===== config.mk =====
export PLATFORM = sky130hd
export DESIGN_NAME = agc_loop_gain_filter
export DESIGN_NICKNAME = d
export VERILOG_FILES = /design/src/agc_loop_gain_filter_pkg.sv /design/src/agc_loop_gain_filter.sv
export SDC_FILE = /design/constraint.sdc
export NUM_CORES = 1
export LEC_CHECK = 0
export ABC_AREA = 1
export BUFFER_PORTS_ARGS = -buffer_cell sky130_fd_sc_hd__buf_4
export CAP_MARGIN = 20
export CORE_MARGIN = 1
export CORE_UTILIZATION = 40
export DETAILED_ROUTE_END_ITERATION = 10
export HOLD_SLACK_MARGIN = 0.12
export PLACE_DENSITY = 0.64
export SETUP_SLACK_MARGIN = 0.05
export SYNTH_ARGS = -nofsm -noshare
export SYNTH_HDL_FRONTEND = slang
export SYNTH_SLANG_ARGS = --single-unit
export TNS_END_PERCENT = 100

===== constraint.sdc =====
create_clock -name i_clock -period 21.1 [get_ports i_clock]
set_clock_uncertainty 0.05 [all_clocks]
set_input_delay 6.33 -clock i_clock [delete_from_list [all_inputs] [get_ports i_clock]]
set_output_delay 6.33 -clock i_clock [all_outputs]
set_load 0.005 [all_outputs]

===== src/agc_loop_gain_filter_pkg.sv =====
// Constants for the automatic gain control loop core

`default_nettype none

package agc_loop_gain_filter_pkg;

  // Register port
  localparam int unsigned ADDR_WIDTH          = 8;
  localparam int unsigned DATA_WIDTH          = 32;
  localparam logic [7:0]  LOOP_PARAM_OFFSET   = 8'h00;
  localparam logic [7:0]  LOOP_OUTPUT_OFFSET  = 8'h04;
  localparam logic [31:0] LOOP_PARAM_RESET    = 32'h0000_FF00;

  // Loop parameter register fields
  localparam int unsigned DISABLE_BIT         = 31;
  localparam int unsigned SCALE_LSB           = 27;
  localparam int unsigned SCALE_WIDTH         = 4;
  localparam int unsigned SHIFT_LSB           = 24;
  localparam int unsigned SHIFT_WIDTH         = 3;
  localparam int unsigned THRESHOLD_LSB       = 16;
  localparam int unsigned UPPER_LSB           = 8;
  localparam int unsigned LOWER_LSB           = 0;
  localparam int unsigned BYTE_WIDTH          = 8;

  // Data path widths
  localparam int unsigned MAG_WIDTH           = 8;
  localparam int unsigned ERROR_WIDTH         = 9;
  localparam int unsigned PRODUCT_WIDTH       = 13;
  localparam int unsigned FRACTION_WIDTH      = 11;
  localparam int unsigned ACC_WIDTH           = 19;
  localparam int unsigned SUM_WIDTH           = 21;
  localparam int unsigned OUT_MANT_WIDTH      = 6;
  localparam int unsigned OUT_EXP_WIDTH       = 2;
  localparam int unsigned GAIN_WIDTH          = 10;
  localparam int unsigned GAIN_FRACTION       = 6;
  localparam int unsigned SAMPLE_WIDTH        = 10;
  localparam int unsigned SAMPLE_PRODUCT      = 21;

  // Shift that moves the error product onto the accumulator LSB
  localparam int unsigned ALIGN_SHIFT         = 1;

  localparam logic [ACC_WIDTH-1:0] ACC_RESET  = 19'h0_0000;

endpackage

`default_nettype wire


===== src/agc_loop_gain_filter.sv =====
// Automatic gain control loop: error detector, loop gain, clamped integrator, gain decode, I/Q multipliers
//
// Decided for this implementation: the address-and-strobe port and the placing of the registers.

`default_nettype none

module agc_loop_gain_filter
(
  input  wire logic                                                  i_clock,
  input  wire logic                                                  i_reset_n,
  input  wire logic [agc_loop_gain_filter_pkg::ADDR_WIDTH-1:0]       i_address,
  input  wire logic [agc_loop_gain_filter_pkg::DATA_WIDTH-1:0]       i_write_data,
  input  wire logic                                                  i_write,
  input  wire logic                                                  i_read,
  output var  logic [agc_loop_gain_filter_pkg::DATA_WIDTH-1:0]       o_read_data,
  input  wire logic [agc_loop_gain_filter_pkg::MAG_WIDTH-1:0]        i_magnitude,
  input  wire logic                                                  i_magnitude_valid,
  input  wire logic signed [agc_loop_gain_filter_pkg::SAMPLE_WIDTH-1:0] i_sample_i,
  input  wire logic signed [agc_loop_gain_filter_pkg::SAMPLE_WIDTH-1:0] i_sample_q,
  input  wire logic                                                  i_sample_valid,
  output var  logic signed [agc_loop_gain_filter_pkg::SAMPLE_WIDTH-1:0] o_sample_i,
  output var  logic signed [agc_loop_gain_filter_pkg::SAMPLE_WIDTH-1:0] o_sample_q,
  output var  logic                                                  o_sample_valid,
  output var  logic [agc_loop_gain_filter_pkg::BYTE_WIDTH-1:0]       o_gain_code,
  output var  logic [agc_loop_gain_filter_pkg::GAIN_WIDTH-1:0]       o_multiplier_gain_factor
);

  localparam int unsigned AW = agc_loop_gain_filter_pkg::ACC_WIDTH;
  localparam int unsigned SW = agc_loop_gain_filter_pkg::SUM_WIDTH;
  localparam int unsigned EW = agc_loop_gain_filter_pkg::ERROR_WIDTH;
  localparam int unsigned PW = agc_loop_gain_filter_pkg::PRODUCT_WIDTH;
  localparam int unsigned FW = agc_loop_gain_filter_pkg::FRACTION_WIDTH;
  localparam int unsigned BW = agc_loop_gain_filter_pkg::BYTE_WIDTH;
  localparam int unsigned GW = agc_loop_gain_filter_pkg::GAIN_WIDTH;
  localparam int unsigned XW = agc_loop_gain_filter_pkg::SAMPLE_WIDTH;
  localparam int unsigned MW = agc_loop_gain_filter_pkg::SAMPLE_PRODUCT;

  // Decodes an e/m byte into the linear gain (1 + m) * 2^e, six fraction bits
  function automatic logic [GW-1:0] decode_gain
  (
    input logic [BW-1:0] code
  );
    logic [GW-1:0] unity_plus_mantissa;
    unity_plus_mantissa = {3'h0, 1'b1, code[agc_loop_gain_filter_pkg::OUT_MANT_WIDTH-1:0]};
    decode_gain = unity_plus_mantissa << code[BW-1 -: agc_loop_gain_filter_pkg::OUT_EXP_WIDTH];
  endfunction

  // Scales one sample by the gain and saturates to the sample width
  function automatic logic signed [XW-1:0] apply_gain
  (
    input logic signed [XW-1:0] sample,
    input logic        [GW-1:0] gain
  );
    logic signed [MW-1:0] product;
    logic signed [MW-1:0] scaled;
    logic signed [MW-1:0] max_value;
    logic signed [MW-1:0] min_value;
    product   = MW'(sample) * $signed({1'b0, gain});
    scaled    = product >>> agc_loop_gain_filter_pkg::GAIN_FRACTION;
    max_value = MW'(signed'({1'b0, {(XW-1){1'b1}}}));
    min_value = MW'(signed'({1'b1, {(XW-1){1'b0}}}));
    if (scaled > max_value)
    begin
      apply_gain = max_value[XW-1:0];
    end
    else if (scaled < min_value)
    begin
      apply_gain = min_value[XW-1:0];
    end
    else
    begin
      apply_gain = scaled[XW-1:0];
    end
  endfunction

  logic [31:0]   loop_param;
  logic [AW-1:0] accumulator;

  // Register decode
  wire logic hit_param   = (i_address == agc_loop_gain_filter_pkg::LOOP_PARAM_OFFSET);
  wire logic hit_output  = (i_address == agc_loop_gain_filter_pkg::LOOP_OUTPUT_OFFSET);
  wire logic write_param = i_write && hit_param;

  // Loop parameter fields
  wire logic loop_disable = loop_param[agc_loop_gain_filter_pkg::DISABLE_BIT];

  wire logic [agc_loop_gain_filter_pkg::SCALE_WIDTH-1:0] gain_scale_code =
    loop_param[agc_loop_gain_filter_pkg::SCALE_LSB +: agc_loop_gain_filter_pkg::SCALE_WIDTH];

  wire logic [agc_loop_gain_filter_pkg::SHIFT_WIDTH-1:0] gain_shift_code =
    loop_param[agc_loop_gain_filter_pkg::SHIFT_LSB +: agc_loop_gain_filter_pkg::SHIFT_WIDTH];

  wire logic [BW-1:0] loop_threshold =
    loop_param[agc_loop_gain_filter_pkg::THRESHOLD_LSB +: BW];

  wire logic [BW-1:0] upper_limit = loop_param[agc_loop_gain_filter_pkg::UPPER_LSB +: BW];
  wire logic [BW-1:0] lower_limit = loop_param[agc_loop_gain_filter_pkg::LOWER_LSB +: BW];

  // Error detector: both operands share the 2^0 .. 2^-7 weighting
  wire logic signed [EW-1:0] raw_error =
    $signed({1'b0, i_magnitude}) - $signed({1'b0, loop_threshold});

  wire logic signed [EW-1:0] loop_error =
    loop_disable ? EW'(0) : raw_error;

  // Mantissa product; its LSB weighs 2^-11 since the code is read as code/16
  wire logic signed [PW-1:0] scaled_error =
    PW'(loop_error) * $signed({1'b0, gain_scale_code});

  // Product times 2^-(7+E), expressed in accumulator LSBs of 2^-17
  wire logic signed [SW-1:0] loop_input =
    SW'(scaled_error) >>> (agc_loop_gain_filter_pkg::ALIGN_SHIFT + gain_shift_code);

  // Integrator; low bits of the shift are dropped, so tiny positive errors never move it, while tiny negative ones round down to -1
  wire logic signed [SW-1:0] raw_sum =
    $signed({2'b00, accumulator}) + loop_input;

  // Limits cover their whole byte, including every fraction bit below it
  wire logic signed [SW-1:0] upper_bound =
    $signed({2'b00, upper_limit, {FW{1'b1}}});

  wire logic signed [SW-1:0] lower_bound =
    $signed({2'b00, lower_limit, {FW{1'b0}}});

  // Upper limit is checked first, so with crossed limits any sum above the upper one goes to it and every other sum goes to the lower one
  wire logic [AW-1:0] next_accumulator =
    (raw_sum > upper_bound) ? upper_bound[AW-1:0] :
    (raw_sum < lower_bound) ? lower_bound[AW-1:0] :
    raw_sum[AW-1:0];

  wire logic [BW-1:0] next_gain_code = accumulator[AW-1 -: BW];

  wire logic [GW-1:0] next_multiplier_gain_factor = decode_gain(next_gain_code);

  wire logic signed [XW-1:0] next_sample_i = apply_gain(i_sample_i, o_multiplier_gain_factor);
  wire logic signed [XW-1:0] next_sample_q = apply_gain(i_sample_q, o_multiplier_gain_factor);

  wire logic [31:0] next_read_data =
    !i_read    ? 32'h0000_0000 :
    hit_param  ? loop_param :
    hit_output ? {24'h00_0000, o_gain_code} :
    32'h0000_0000;

  always_ff @(posedge i_clock)
  begin
    if (!i_reset_n)
    begin
      loop_param <= agc_loop_gain_filter_pkg::LOOP_PARAM_RESET;
    end
    else if (write_param)
    begin
      loop_param <= i_write_data;
    end
  end

  // Only magnitudes flagged valid update the loop, so idle cycles hold the gain
  always_ff @(posedge i_clock)
  begin
    if (!i_reset_n)
    begin
      accumulator <= agc_loop_gain_filter_pkg::ACC_RESET;
    end
    else if (i_magnitude_valid)
    begin
      accumulator <= next_accumulator;
    end
  end

  always_ff @(posedge i_clock)
  begin
    if (!i_reset_n)
    begin
      o_gain_code              <= 8'h00;
      o_multiplier_gain_factor <= 10'h040;
    end
    else
    begin
      o_gain_code              <= next_gain_code;
      o_multiplier_gain_factor <= next_multiplier_gain_factor;
    end
  end

  always_ff @(posedge i_clock)
  begin
    if (!i_reset_n)
    begin
      o_sample_i     <= 10'h000;
      o_sample_q     <= 10'h000;
      o_sample_valid <= 1'b0;
    end
    else
    begin
      o_sample_i     <= next_sample_i;
      o_sample_q     <= next_sample_q;
      o_sample_valid <= i_sample_valid;
    end
  end

  always_ff @(posedge i_clock)
  begin
    if (!i_reset_n)
    begin
      o_read_data <= 32'h0000_0000;
    end
    else
    begin
      o_read_data <= next_read_data;
    end
  end

endmodule

`default_nettype wire


* Word-level counts from Yosys, hierarchy flattened *
Index checks and enable logic that the tools add are counted.

word-level totals
  bits in registers = 122
  latch bits = 0
  bits in writable memories = 0
  ROM bits = 0
  bits of input ports = 74
  output and inout bits = 71
  logic and storage cells = 40
  memories = 0

operators by class
  add/subtract/negate cells = 3
  multiply operators = 3
  div/mod/pow operators = 0
  order comparisons = 6
  equal/unequal tests = 1
  shift-type cells = 2
  muxes and demuxes = 9
  bitwise gates (word level) = 1
  reductions and logical operators = 5

operators by type and width
  kind                    number
  $mul A10 B11 Y21        2
  $mux W19                2
  $mux W32                1
  $gt A15 B10 Y1 const B  2
  $lt A15 B10 Y1 const B  2
  $mux W9                 3
  $add A20 B21 Y21        1
  $gt A21 B20 Y1          1
  $lt A21 B20 Y1          1
  $sshr A13 B4 Y21        1
  $mux W10                2
  $mul A9 B5 Y13          1
  $shl A7 B2 Y10          1
  $sub A8 B8 Y9           1
  $eq A8 B3 Y1 const B    1
  $logic_not A8 Y1        1
  $mux W8                 1
  $add A1 B3 Y4 const A   1
  $reduce_or A2 Y1        2
  $reduce_and A2 Y1       1
  $logic_and A1 B1 Y1     1
  $not A1 Y1              1

* Logic depth before layout (Yosys ltp) *
Gate-level depths: netlist of the first run.

  depth after elaboration = 8
  gate-level depth with buffers = 66
  depth with buffers taken out = 66

* Least setup slack after synthesis of the first run *
Ideal clock, no wire load.

  path type = input to register
  start point = input port i_magnitude[2] in the netlist's numbering
  end point = register accumulator[1]
  library setup time = 144 ps
  arrival time = 13683 ps
  data required time = 20906 ps
  setup slack = 7222 ps
  stages = 55
  path buffers = 1
  path through = ha_1 > nand3b_1 > and2_1 > nor2_1 > nor2_1 > nor2_1 > nor2_1 > nor2_1 > inv_1 > a21oi_1 > nor2_1 > inv_1 > nand2_1 > nand2_1 > nor2_1 > inv_1 > nor2_1 > ha_1 > [... 19 more ...] > nand2_1 > nand2_1 > nand3_1 > a21oi_1 > o21ai_0 > xor2_1 > ha_1 > a21oi_1 > o21a_1 > nor2_1 > a211o_1 > a21oi_1 > nand2_4 > nand2_4 > inv_2 > buf_6 > nand2_1 > a31oi_2

between the ends
  cells in the longest elaborated chain, start to end = 8
  elaborated cells on any way between the ends = 9
  classes of those cells = add/sub (2); mul (1); order compare (2); shift (1); mux (3)

ends and longest elaborated chain
  item                    RTL line                     text
  start: declaration      agc_loop_gain_filter.sv:16   input wire logic [agc_loop_gain_filter_pkg::MAG_WIDTH-1:0] i_magnitude,
  $sub A8 B8 Y9 (*)       agc_loop_gain_filter.sv:101  $signed({1'b0, i_magnitude}) - $signed({1'b0, loop_threshold});
  $mux W9 (*)             agc_loop_gain_filter.sv:104  loop_disable ? EW'(0) : raw_error;
  $mul A9 B5 Y13 (*)      agc_loop_gain_filter.sv:108  PW'(loop_error) * $signed({1'b0, gain_scale_code});
  $sshr A13 B4 Y21 (*)    agc_loop_gain_filter.sv:112  SW'(scaled_error) >>> (agc_loop_gain_filter_pkg::ALIGN_SHIFT + gain_shift_code);
  $add A20 B21 Y21 (*)    agc_loop_gain_filter.sv:116  $signed({2'b00, accumulator}) + loop_input;
  $lt A21 B20 Y1          agc_loop_gain_filter.sv:128  (raw_sum < lower_bound) ? lower_bound[AW-1:0] :
  $mux W19                agc_loop_gain_filter.sv:128
  $mux W19 (*)            agc_loop_gain_filter.sv:127  (raw_sum > upper_bound) ? upper_bound[AW-1:0] :
  end signal: assignment  agc_loop_gain_filter.sv:161  accumulator <= agc_loop_gain_filter_pkg::ACC_RESET;
  end signal: assignment  agc_loop_gain_filter.sv:165  accumulator <= next_accumulator;
  end: declaration        agc_loop_gain_filter.sv:77   logic [AW-1:0] accumulator;

Every way passes the cells marked *; elsewhere a longest branch is shown, timed or not.
A chain may end at the register's enable or synchronous reset.

* Worst setup path in the final report of the first run *
  start point = input port i_magnitude[2] in the netlist's numbering
  end point = register accumulator[8]

Same word-level chain as after synthesis.

==> out/metrics.yaml, run 1 <==
outcome: "finished, final reports clean"
cp.required_ns: 21.36
routed-via-count: 13560
ant_nets: 0
crit_type: "primary input to flip-flop"
setup_viol: 0
synth_common_cells: "nand2_1 (514), inv_1 (442), ha_1 (195)"
cts_made_buffers: 17
seq_area_sq_um: 2442
finalMaxSlewViolations: 0
setup_tns_ns: 0
synth_edf_count: 0
initial_core_util: 0.4059
std_cell_rows: 71
synth_mux_area_frac: 0.003928
ctsHoldBuffers: 0
hp-class: "flip-flop to flip-flop"
syn_nets: 2531
synth_top_cell_area_share: 0.1886
internal_power_mw: 0.4952
swShare: 0.3018
dp_hpwl_mm: 31.88
timing.final.crit_period_ns: 14.64
drt-pass1-iter-count: 5
grt_usage: 0.2144
syn_area_per_cell_sq_um: 7.218
drt_wl_total_mm: 39.72
synthCells: 2118
grt_max_degree: 61
dieArea_sq_um: 39010
powerDensity_nw_per_um2: 40.79
root_buffer: "clkbuf_16"
synth_xor_area_frac: 0.02750
worst_pin_slew_ns: 1.039
worstPathArrival_ns: 14.90
grt_pass1_wl_mm: 66.25
post-cts-setup-buffer-count: 0
max_freq_ghz: 0.06832
p_sw_mw: 0.2140
post_cts_resized: 0
synth-simple-area-share: 0.2236
max_cap_viol_count: 0
finalNetCount: 2632
critPathMaxFanout: 14
synth_fa_ha_area_frac: 0.3481
slew_headroom: 0.3066
pwr-share-seq: 0.339
die_w_um: 197.5
dp_slack_ns: 5.972
wl_per_cell_um: 14.48
fp.coreArea_sq_um: 37670
startpoint_type: "primary input"
syn_to_final_growth_pct: 13.73
cts_tree: "done"
cts_buffer_depth: 2
grt_overflow: 0
antenna_found_initial: 0
num-fill-cells: 3832
async_reset_ff_frac: 0
ir_worst_vdd_mv: 0.06296
crit_path_frequent_cell: "nor2_1"
yosysUniqueCellTypes: 54
final-hold-violation-count: 0
drc: 0
synth_top_family_by_area: "adder cells"
synthesis.area_sq_um: 15290
cp-end-kind: "flip-flop"
synth_compound_area_frac: 0.1066
via_per_inst: 4.942
diodes: 0
pwr-share-comb: 0.220
synth_warnings: 0
path_clk_slew_ns: 0.06
setup_slack_ns: 6.462
io_buffers: 144
synth_area_leaders: "fa_1 (19%), dfxtp_1 (16%), ha_1 (16%)"
finalCritPeriodShare: 0.6937
crit_slowest_cell: "fa_1"
power_frac_clock: 0.441
synth_most_common_cell: "nand2_1"
synth_top_cell_by_area: "fa_1"
clock_latency_ns: 0.44
dp.cells: 2711
p_leak_nw: 9.685
cts_sinks: 122
synth_seq_area_share: 0.1598
critical-path-max-stage-delay_ns: 0.51
grt_pass1_vias: 13770
place.gp.congestion: 0.9116
synth_seq_cells: 122
rsz0062_at_grt: "false"
dieHeight_um: 197.5
multiInputGateArea_sq_um: 10850
finalNonFillerCells: 2743
ys.flop_type: "dfxtp_1"
pin_count: 145
cts.htree.levels: 4
initialDrtViolationCount: 665
drive_gt1_frac: 0.1044
==> cells by family after synthesis <==
kind of cell / count (synthesis)
AND/OR/NAND/NOR: 805
buffers and inverters: 519
adder cells (fa/ha/maj): 339
AO/OA/AOI/OAI: 279
flip-flops: 122
XOR/XNOR: 48
multiplexers: 6
==> cell usage in the layout (no fill, tap or decap), drive strengths merged, types with 12 or more instances in the layout <==
master    n
nand2   531
inv     448
ha      195
buf     152
fa      144
nor2    134
dfxtp   122
a21oi   120
o21ai    92
nand3    89
xnor2    27
nand4    27
xor2     21
clkbuf   20
a31oi    17
o22ai    13
nor3     12
==> critical path: cells and delay by family <==
| family | cells | cell delay (ns) |
|---|---|---|
| adder cells (fa/ha/maj) | 7 | 2.54 |
| AND/OR/NAND/NOR | 26 | 2.88 |
| AO/OA/AOI/OAI | 12 | 2.25 |
| XOR/XNOR | 1 | 0.27 |
| buffers and inverters | 8 | 0.66 |
==> sequential cells by signal (all words and copies together) (netlist names) <==
register,cells
o_sample_valid,1
o_sample_q,10
o_sample_i,10
accumulator,19
loop_param,32
o_read_data,32
o_gain_code,8
o_multiplier_gain_factor,10
==> power groups by stage <==
stage	clock, mW	combinational [mW]	sequential [mW]
finish	0.313	0.156	0.240
global route	0.332	0.179	0.241
CTS	0.321	0.157	0.241
detailed placement	0	0.155	0.246
global placement	0	0.154	0.246
floorplan	0	0.109	0.244
==> per-layer routing <==
layer | wire length [um] | vias up | GRT usage
met2 | 20320 | 292 | 0.3884
li1 | - | 6786 | -
met4 | 1271 | 0 | 0.08929
met5 | 0 | - | 0
met3 | 1672 | 64 | 0.03449
met1 | 16460 | 6414 | 0.2490
==> final timing paths <==
check,to,cells past startpoint,slack [ns],from
max,accumulator[8],54,6.46,i_magnitude[2]
min,o_read_data[16],2,0.40,loop_param[16]
max reg2reg,accumulator[8],54,12.08,loop_param[18]
min reg2reg,o_read_data[16],2,0.40,loop_param[16]
==> stage by stage <==
step | total power, mW | instance area, sq um | util | hold WS [ns]
finish | 0.7092 | 17390 | 0.4616 | 0.4048
global route | 0.7521 | 17390 | 0.4616 | 0.4293
CTS | 0.7191 | 17390 | 0.4616 | 0.4086
detailed placement | 0.4011 | 16760 | 0.4450 | 0.3995
global placement | 0.4001 | 16760 | 0.4450 | 0.4003
floorplan | 0.3536 | 15290 | - | 0.3841
==> layout make-up <==
| class | count | share of cell area |
|---|---|---|
| Clock buffer | 20 | 0.02684 |
| Tap cell | 511 | 0.03677 |
| Inverter | 449 | 0.09707 |
| Multi-Input combinational cell | 1477 | 0.6240 |
| Sequential cell | 122 | 0.1405 |
| Timing Repair Buffer | 152 | 0.06563 |
| Clock inverter | 12 | 0.009211 |
Note: power is estimated with default switching activity, not from simulation.
==> inputs of run 2 (changes only) <==
clock period = 14.65 ns   (was 21.1 ns; I/O delays follow)
==> run 2 against run 1 <==
  * Die area unchanged
  * Largest power group unchanged
  * Total power up 41%
  * Critical path depth unchanged
  * Utilization decreased by 0.13 points
==> out/metrics.yaml, run 2 (synthesis gave the netlist of run 1 again) <==
crit_path_frequent_cell: "nor2_1"
dp_slack_ns: 1.482  # -4.490 ns
outcome: "finished, final reports clean"
worstPathArrival_ns: 13.08  # -1.82 ns
finalNonFillerCells: 2740  # -0.11%
cts_tree: "done"
max_cap_viol_count: 0  # unchanged
ir_worst_vdd_mv: 0.08322  # +32%
cts_buffer_depth: 2  # unchanged
cp-end-kind: "flip-flop"
grt_pass1_vias: 13600  # -1.2%
setup_tns_ns: 0  # unchanged
drt_wl_total_mm: 39.60  # -0.29%
finalCritPeriodShare: 0.8750
p_total_mw: 1.001  # +41%
p_leak_nw: 9.646  # -0.40%
hold_ws_ns: 0.4115  # +0.006726 ns
dp_hpwl_mm: 31.94  # +0.18%
grt_max_degree: 61  # unchanged
drive_gt1_frac: 0.1032  # -0.001205
dp.cells: 2708  # -0.11%
rsz0062_at_grt: "false"
std_cell_rows: 71  # unchanged
diodes: 0  # unchanged
max_freq_ghz: 0.07801
crit_slowest_cell: "fa_1"
cts_sinks: 122  # unchanged
ctsHoldBuffers: 0  # unchanged
timing.final.crit_period_ns: 12.82
ant_nets: 0  # unchanged
wl_per_cell_um: 14.45  # -0.19%
mostFrequentLayoutCell: "nand2_1"
finalMaxSlewViolations: 0  # unchanged
setup_slack_ns: 1.831  # -4.631 ns
cp.required_ns: 14.91  # -6.45 ns
syn_to_final_growth_pct: 13.41
powerDensity_nw_per_um2: 57.73  # +42%
fp.coreArea_sq_um: 37670  # unchanged
critical-path-max-stage-delay_ns: 0.51  # about the same
die_w_um: 197.5  # unchanged
critPathMaxFanout: 14  # unchanged
clock_latency_ns: 0.44  # about the same
dpl_cell_area_sq_um: 16740  # -0.13%
grt_overflow: 0  # unchanged
startpoint_type: "primary input"
reg_top3: "loop_param: 32 flops, o_read_data: 32 flops, accumulator: 19 flops"
drc: 0  # unchanged
initialDrtViolationCount: 630  # -5.3%
worst_pin_slew_ns: 1.055  # +0.01589 ns
pin_count: 145  # unchanged
initial_core_util: 0.4059  # unchanged
io_buffers: 144  # unchanged
via_per_inst: 4.954  # +0.25%
dieArea_sq_um: 39010  # unchanged
dieHeight_um: 197.5  # unchanged
final-hold-violation-count: 0  # unchanged
cts_made_buffers: 17  # unchanged
root_buffer: "clkbuf_16"
routed-via-count: 13580  # +0.14%
post_cts_resized: 0  # unchanged
crit_type: "primary input to flip-flop"
path_clk_slew_ns: 0.06  # about the same
final_cell_mix: "nand2_1 (514), inv_1 (442), ha_1 (195), buf_4 (149), fa_1 (144)"
post-cts-setup-buffer-count: 0  # unchanged
cts.htree.levels: 4  # unchanged
final_util: 0.4603  # -0.001296
antenna_found_initial: 0  # unchanged
grt_usage: 0.2114  # -0.003006
slew_headroom: 0.2960  # -0.01061
place.gp.congestion: 0.9080  # -0.39%
grt_pass1_wl_mm: 65.56  # -1.0%
finalNetCount: 2629  # -0.11%
setup_viol: 0  # unchanged
stdcell_area_sq_um: 17340  # -0.28%
hp-class: "flip-flop to flip-flop"
drt-pass1-iter-count: 5  # unchanged
run 2: critical path: cells and delay by family:
kind	cells	cell delay [ns]
compound gates	12	2.30
buf+inv	8	0.65
fa+ha+maj	7	2.57
simple gates	26	2.86
xor+xnor	1	0.28
run 2: area by class of cell:
| cell class | instances | area, sq um |
|---|---|---|
| clock buffer | 18 | 439.2 |
| timing repair buffer | 149 | 1119 |
| clock inverter | 14 | 161.4 |
| inverter | 449 | 1688 |
| fill | 3862 | 20330 |
| multi-input combinational | 1477 | 10850 |
| sequential | 122 | 2442 |
| tap | 511 | 639.4 |
run 2: final timing paths:
kind                                      from         endpoint  slack (ns)  depth (start not counted)
worst min-delay path            loop_param[16]  o_read_data[16]        0.41                          2
worst min register to register  loop_param[16]  o_read_data[16]        0.41                          2
worst max register to register  loop_param[18]   accumulator[8]        5.52                         54
worst max-delay path            i_magnitude[2]   accumulator[8]        1.83                         54
run 2: metal layers:
layer  vias up  global-route usage  share of wire
met5         -                   0              0
met4         0             0.07982          0.026
met3        62             0.02646          0.033
met2       277              0.3839           0.52
met1      6460              0.2524           0.42
li1       6776                   -              -
run 2: power by group:
part           total [mW]  internal [mW]  switching (mW)
logic               0.223         0.0894           0.133
clock network       0.432          0.259           0.173
registers           0.347          0.341         0.00557
total                1.00          0.689           0.312
==> inputs of run 3 (changes only) <==
PLACE_DENSITY = unset   (was 0.64)
SLEW_MARGIN = 0   (was unset)
TNS_END_PERCENT = 50   (was 100)
==> run 3 against run 2 <==
  * Die area is the same
  * Global-route usage grew 0.39 points
  * Wire length grew 1.5%
==> out/metrics.yaml, run 3 (synthesis gave the netlist of run 1 again) <==
via_per_inst: 4.866  # -1.8%
hold_end: "o_read_data[16]"
crit_type: "primary input to flip-flop"
grt_overflow: 0  # unchanged
r2r_cells: 54  # unchanged
final_util: 0.4611  # +0.0007310
dieArea_sq_um: 39010  # unchanged
initial_core_util: 0.4059  # unchanged
critical-path-max-stage-delay_ns: 0.51  # about the same
crit_family: "simple AND/OR/NAND/NOR gates"
grt_max_degree: 50  # -18%
reg_top3: "loop_param: 32 flops, o_read_data: 32 flops, accumulator: 19 flops"
ir_worst_vdd_mv: 0.07695  # -7.5%
pwr-share-seq: 0.343  # -0.003
rr_endpoint: "accumulator[8]"
grt_usage: 0.2152  # +0.003861
io_buffers: 144  # unchanged
internal_power_mw: 0.7013  # +1.8%
std_cell_rows: 71  # unchanged
cp-end-kind: "flip-flop"
max_cap_viol_count: 0  # unchanged
cts_buffer_depth: 2  # unchanged
cts_sinks: 122  # unchanged
mostFrequentLayoutCell: "nand2_1"
root_buffer: "clkbuf_16"
die_w_um: 197.5  # unchanged
ctsHoldBuffers: 0  # unchanged
cts.htree.levels: 4  # unchanged
path_clk_slew_ns: 0.06  # about the same
syn_to_final_growth_pct: 13.59
crit_slowest_cell: "fa_1"
grt_pass1_wl_mm: 66.15  # +0.90%
powerDensity_nw_per_um2: 58.25  # +0.90%
setup_viol: 0  # unchanged
wl_per_cell_um: 14.65  # +1.4%
diodes: 0  # unchanged
post_cts_resized: 0  # unchanged
antenna_found_initial: 0  # unchanged
hp-class: "flip-flop to flip-flop"
routed-via-count: 13340  # -1.7%
dieHeight_um: 197.5  # unchanged
ant_nets: 0  # unchanged
r2r-start: "loop_param[18]"
finalNetCount: 2631  # +0.076%
place.gp.congestion: 0.9164  # +0.93%
pwr-share-comb: 0.221  # -0.002
cts_tree: "done"
initialDrtViolationCount: 563  # -11%
swShare: 0.3067  # -0.004970
worstPathArrival_ns: 12.89  # -0.19 ns
dp_hpwl_mm: 32.74  # +2.5%
rsz0062_at_grt: "false"
outcome: "finished, final reports clean"
finalMaxSlewViolations: 0  # unchanged
slew_headroom: 0.3206  # +0.02464
clock_latency_ns: 0.43  # about the same
drive_gt1_frac: 0.1040  # +0.0008040
fp.coreArea_sq_um: 37670  # unchanged
p_leak_nw: 9.669  # +0.24%
pin_count: 145  # unchanged
hold_path_depth: 2  # unchanged
cp_num_buf_inv: 8  # unchanged
worst_pin_slew_ns: 1.018  # -0.03690 ns
grt_pass1_vias: 13370  # -1.7%
crit_path_frequent_cell: "nor2_1"
final_cell_mix: "nand2_1 (514), inv_1 (442), ha_1 (195), buf_4 (151), fa_1 (144)"
final-hold-violation-count: 0  # unchanged
max_freq_ghz: 0.07911  # +1.4%
power_frac_clock: 0.437  # +0.006
cts_made_buffers: 17  # unchanged
finalCritPeriodShare: 0.8629  # -0.01216
timing.final.crit_period_ns: 12.64  # -0.1781 ns
post-cts-setup-buffer-count: 0  # unchanged
cp.required_ns: 14.90  # about the same
drt_wl_total_mm: 40.18  # +1.5%
startpoint_type: "primary input"
cp-startpoint: "i_magnitude[2]"
setup_tns_ns: 0  # unchanged
drc: 0  # unchanged
hp-start: "loop_param[16]"
reg2reg_slack_ns: 5.70  # +0.18 ns
drt-pass1-iter-count: 5  # unchanged
critPathMaxFanout: 14  # unchanged
p_sw_mw: 0.3103  # -0.55%
==> run 3: cell types whose count changed in the layout (fill, tap and decap cells not counted) <==
cell and delta:
clkbuf_8 +3, buf_4 +2, clkinv_4 +2, clkinvlp_4 -2, inv_8 -2, inv_6 -1
==> run 3: metrics by stage <==
step,power [mW],cells,worst slack [ns],area [sq um],hold slack (ns)
floorplan,0.5092,2118,2.707,15290,0.3841
global placement,0.5776,2710,1.751,16750,0.4038
detailed placement,0.5783,2710,1.547,16750,0.4030
CTS,1.025,2742,2.008,17370,0.4114
global route,1.073,2742,1.093,17370,0.4413
finish,1.012,2742,2.009,17370,0.4156
==> run 3: layout make-up <==
class / count / area [sq um]
multi-input cells: 1477 / 10850
inverters: 449 / 1688
flip-flops and latches: 122 / 2442
well taps: 511 / 639.4
fillers: 3912 / 20300
repair buffers: 151 / 1134
clock inverters: 11 / 132.6
clock buffers: 21 / 480.5
==> run 3: per-layer routing <==
metal	track usage	up-vias	wire, um
li1	-	6788	-
met1	0.2563	6338	17600
met2	0.4022	173	20750
met3	0.02595	43	1070
met4	0.06001	0	762
met5	0	-	0
==> run 3: worst max-delay path by stage <==
stage               slack, ns  cells after the start               to
floorplan                2.71                     55   accumulator[1]
global placement         1.75                     54   accumulator[8]
detailed placement       1.55                     55   accumulator[1]
CTS                      2.01                     55   accumulator[8]
global route             1.09                     61  accumulator[16]
finish                   2.01                     55   accumulator[8]
==> run 3: power by group through the flow <==
stage	clock [mW]	sequential (mW)	combinational [mW]
after floorplan	0	0.352	0.157
after global placement	0	0.354	0.224
after detailed placement	0	0.354	0.224
after CTS	0.452	0.347	0.227
after global routing	0.469	0.347	0.256
final	0.442	0.347	0.223
==> run 3: worst min-delay path: stages (launching register included) <==
cell	delay, ns
dfxtp_1	0.31
inv_1	0.07
nor2_1	0.04
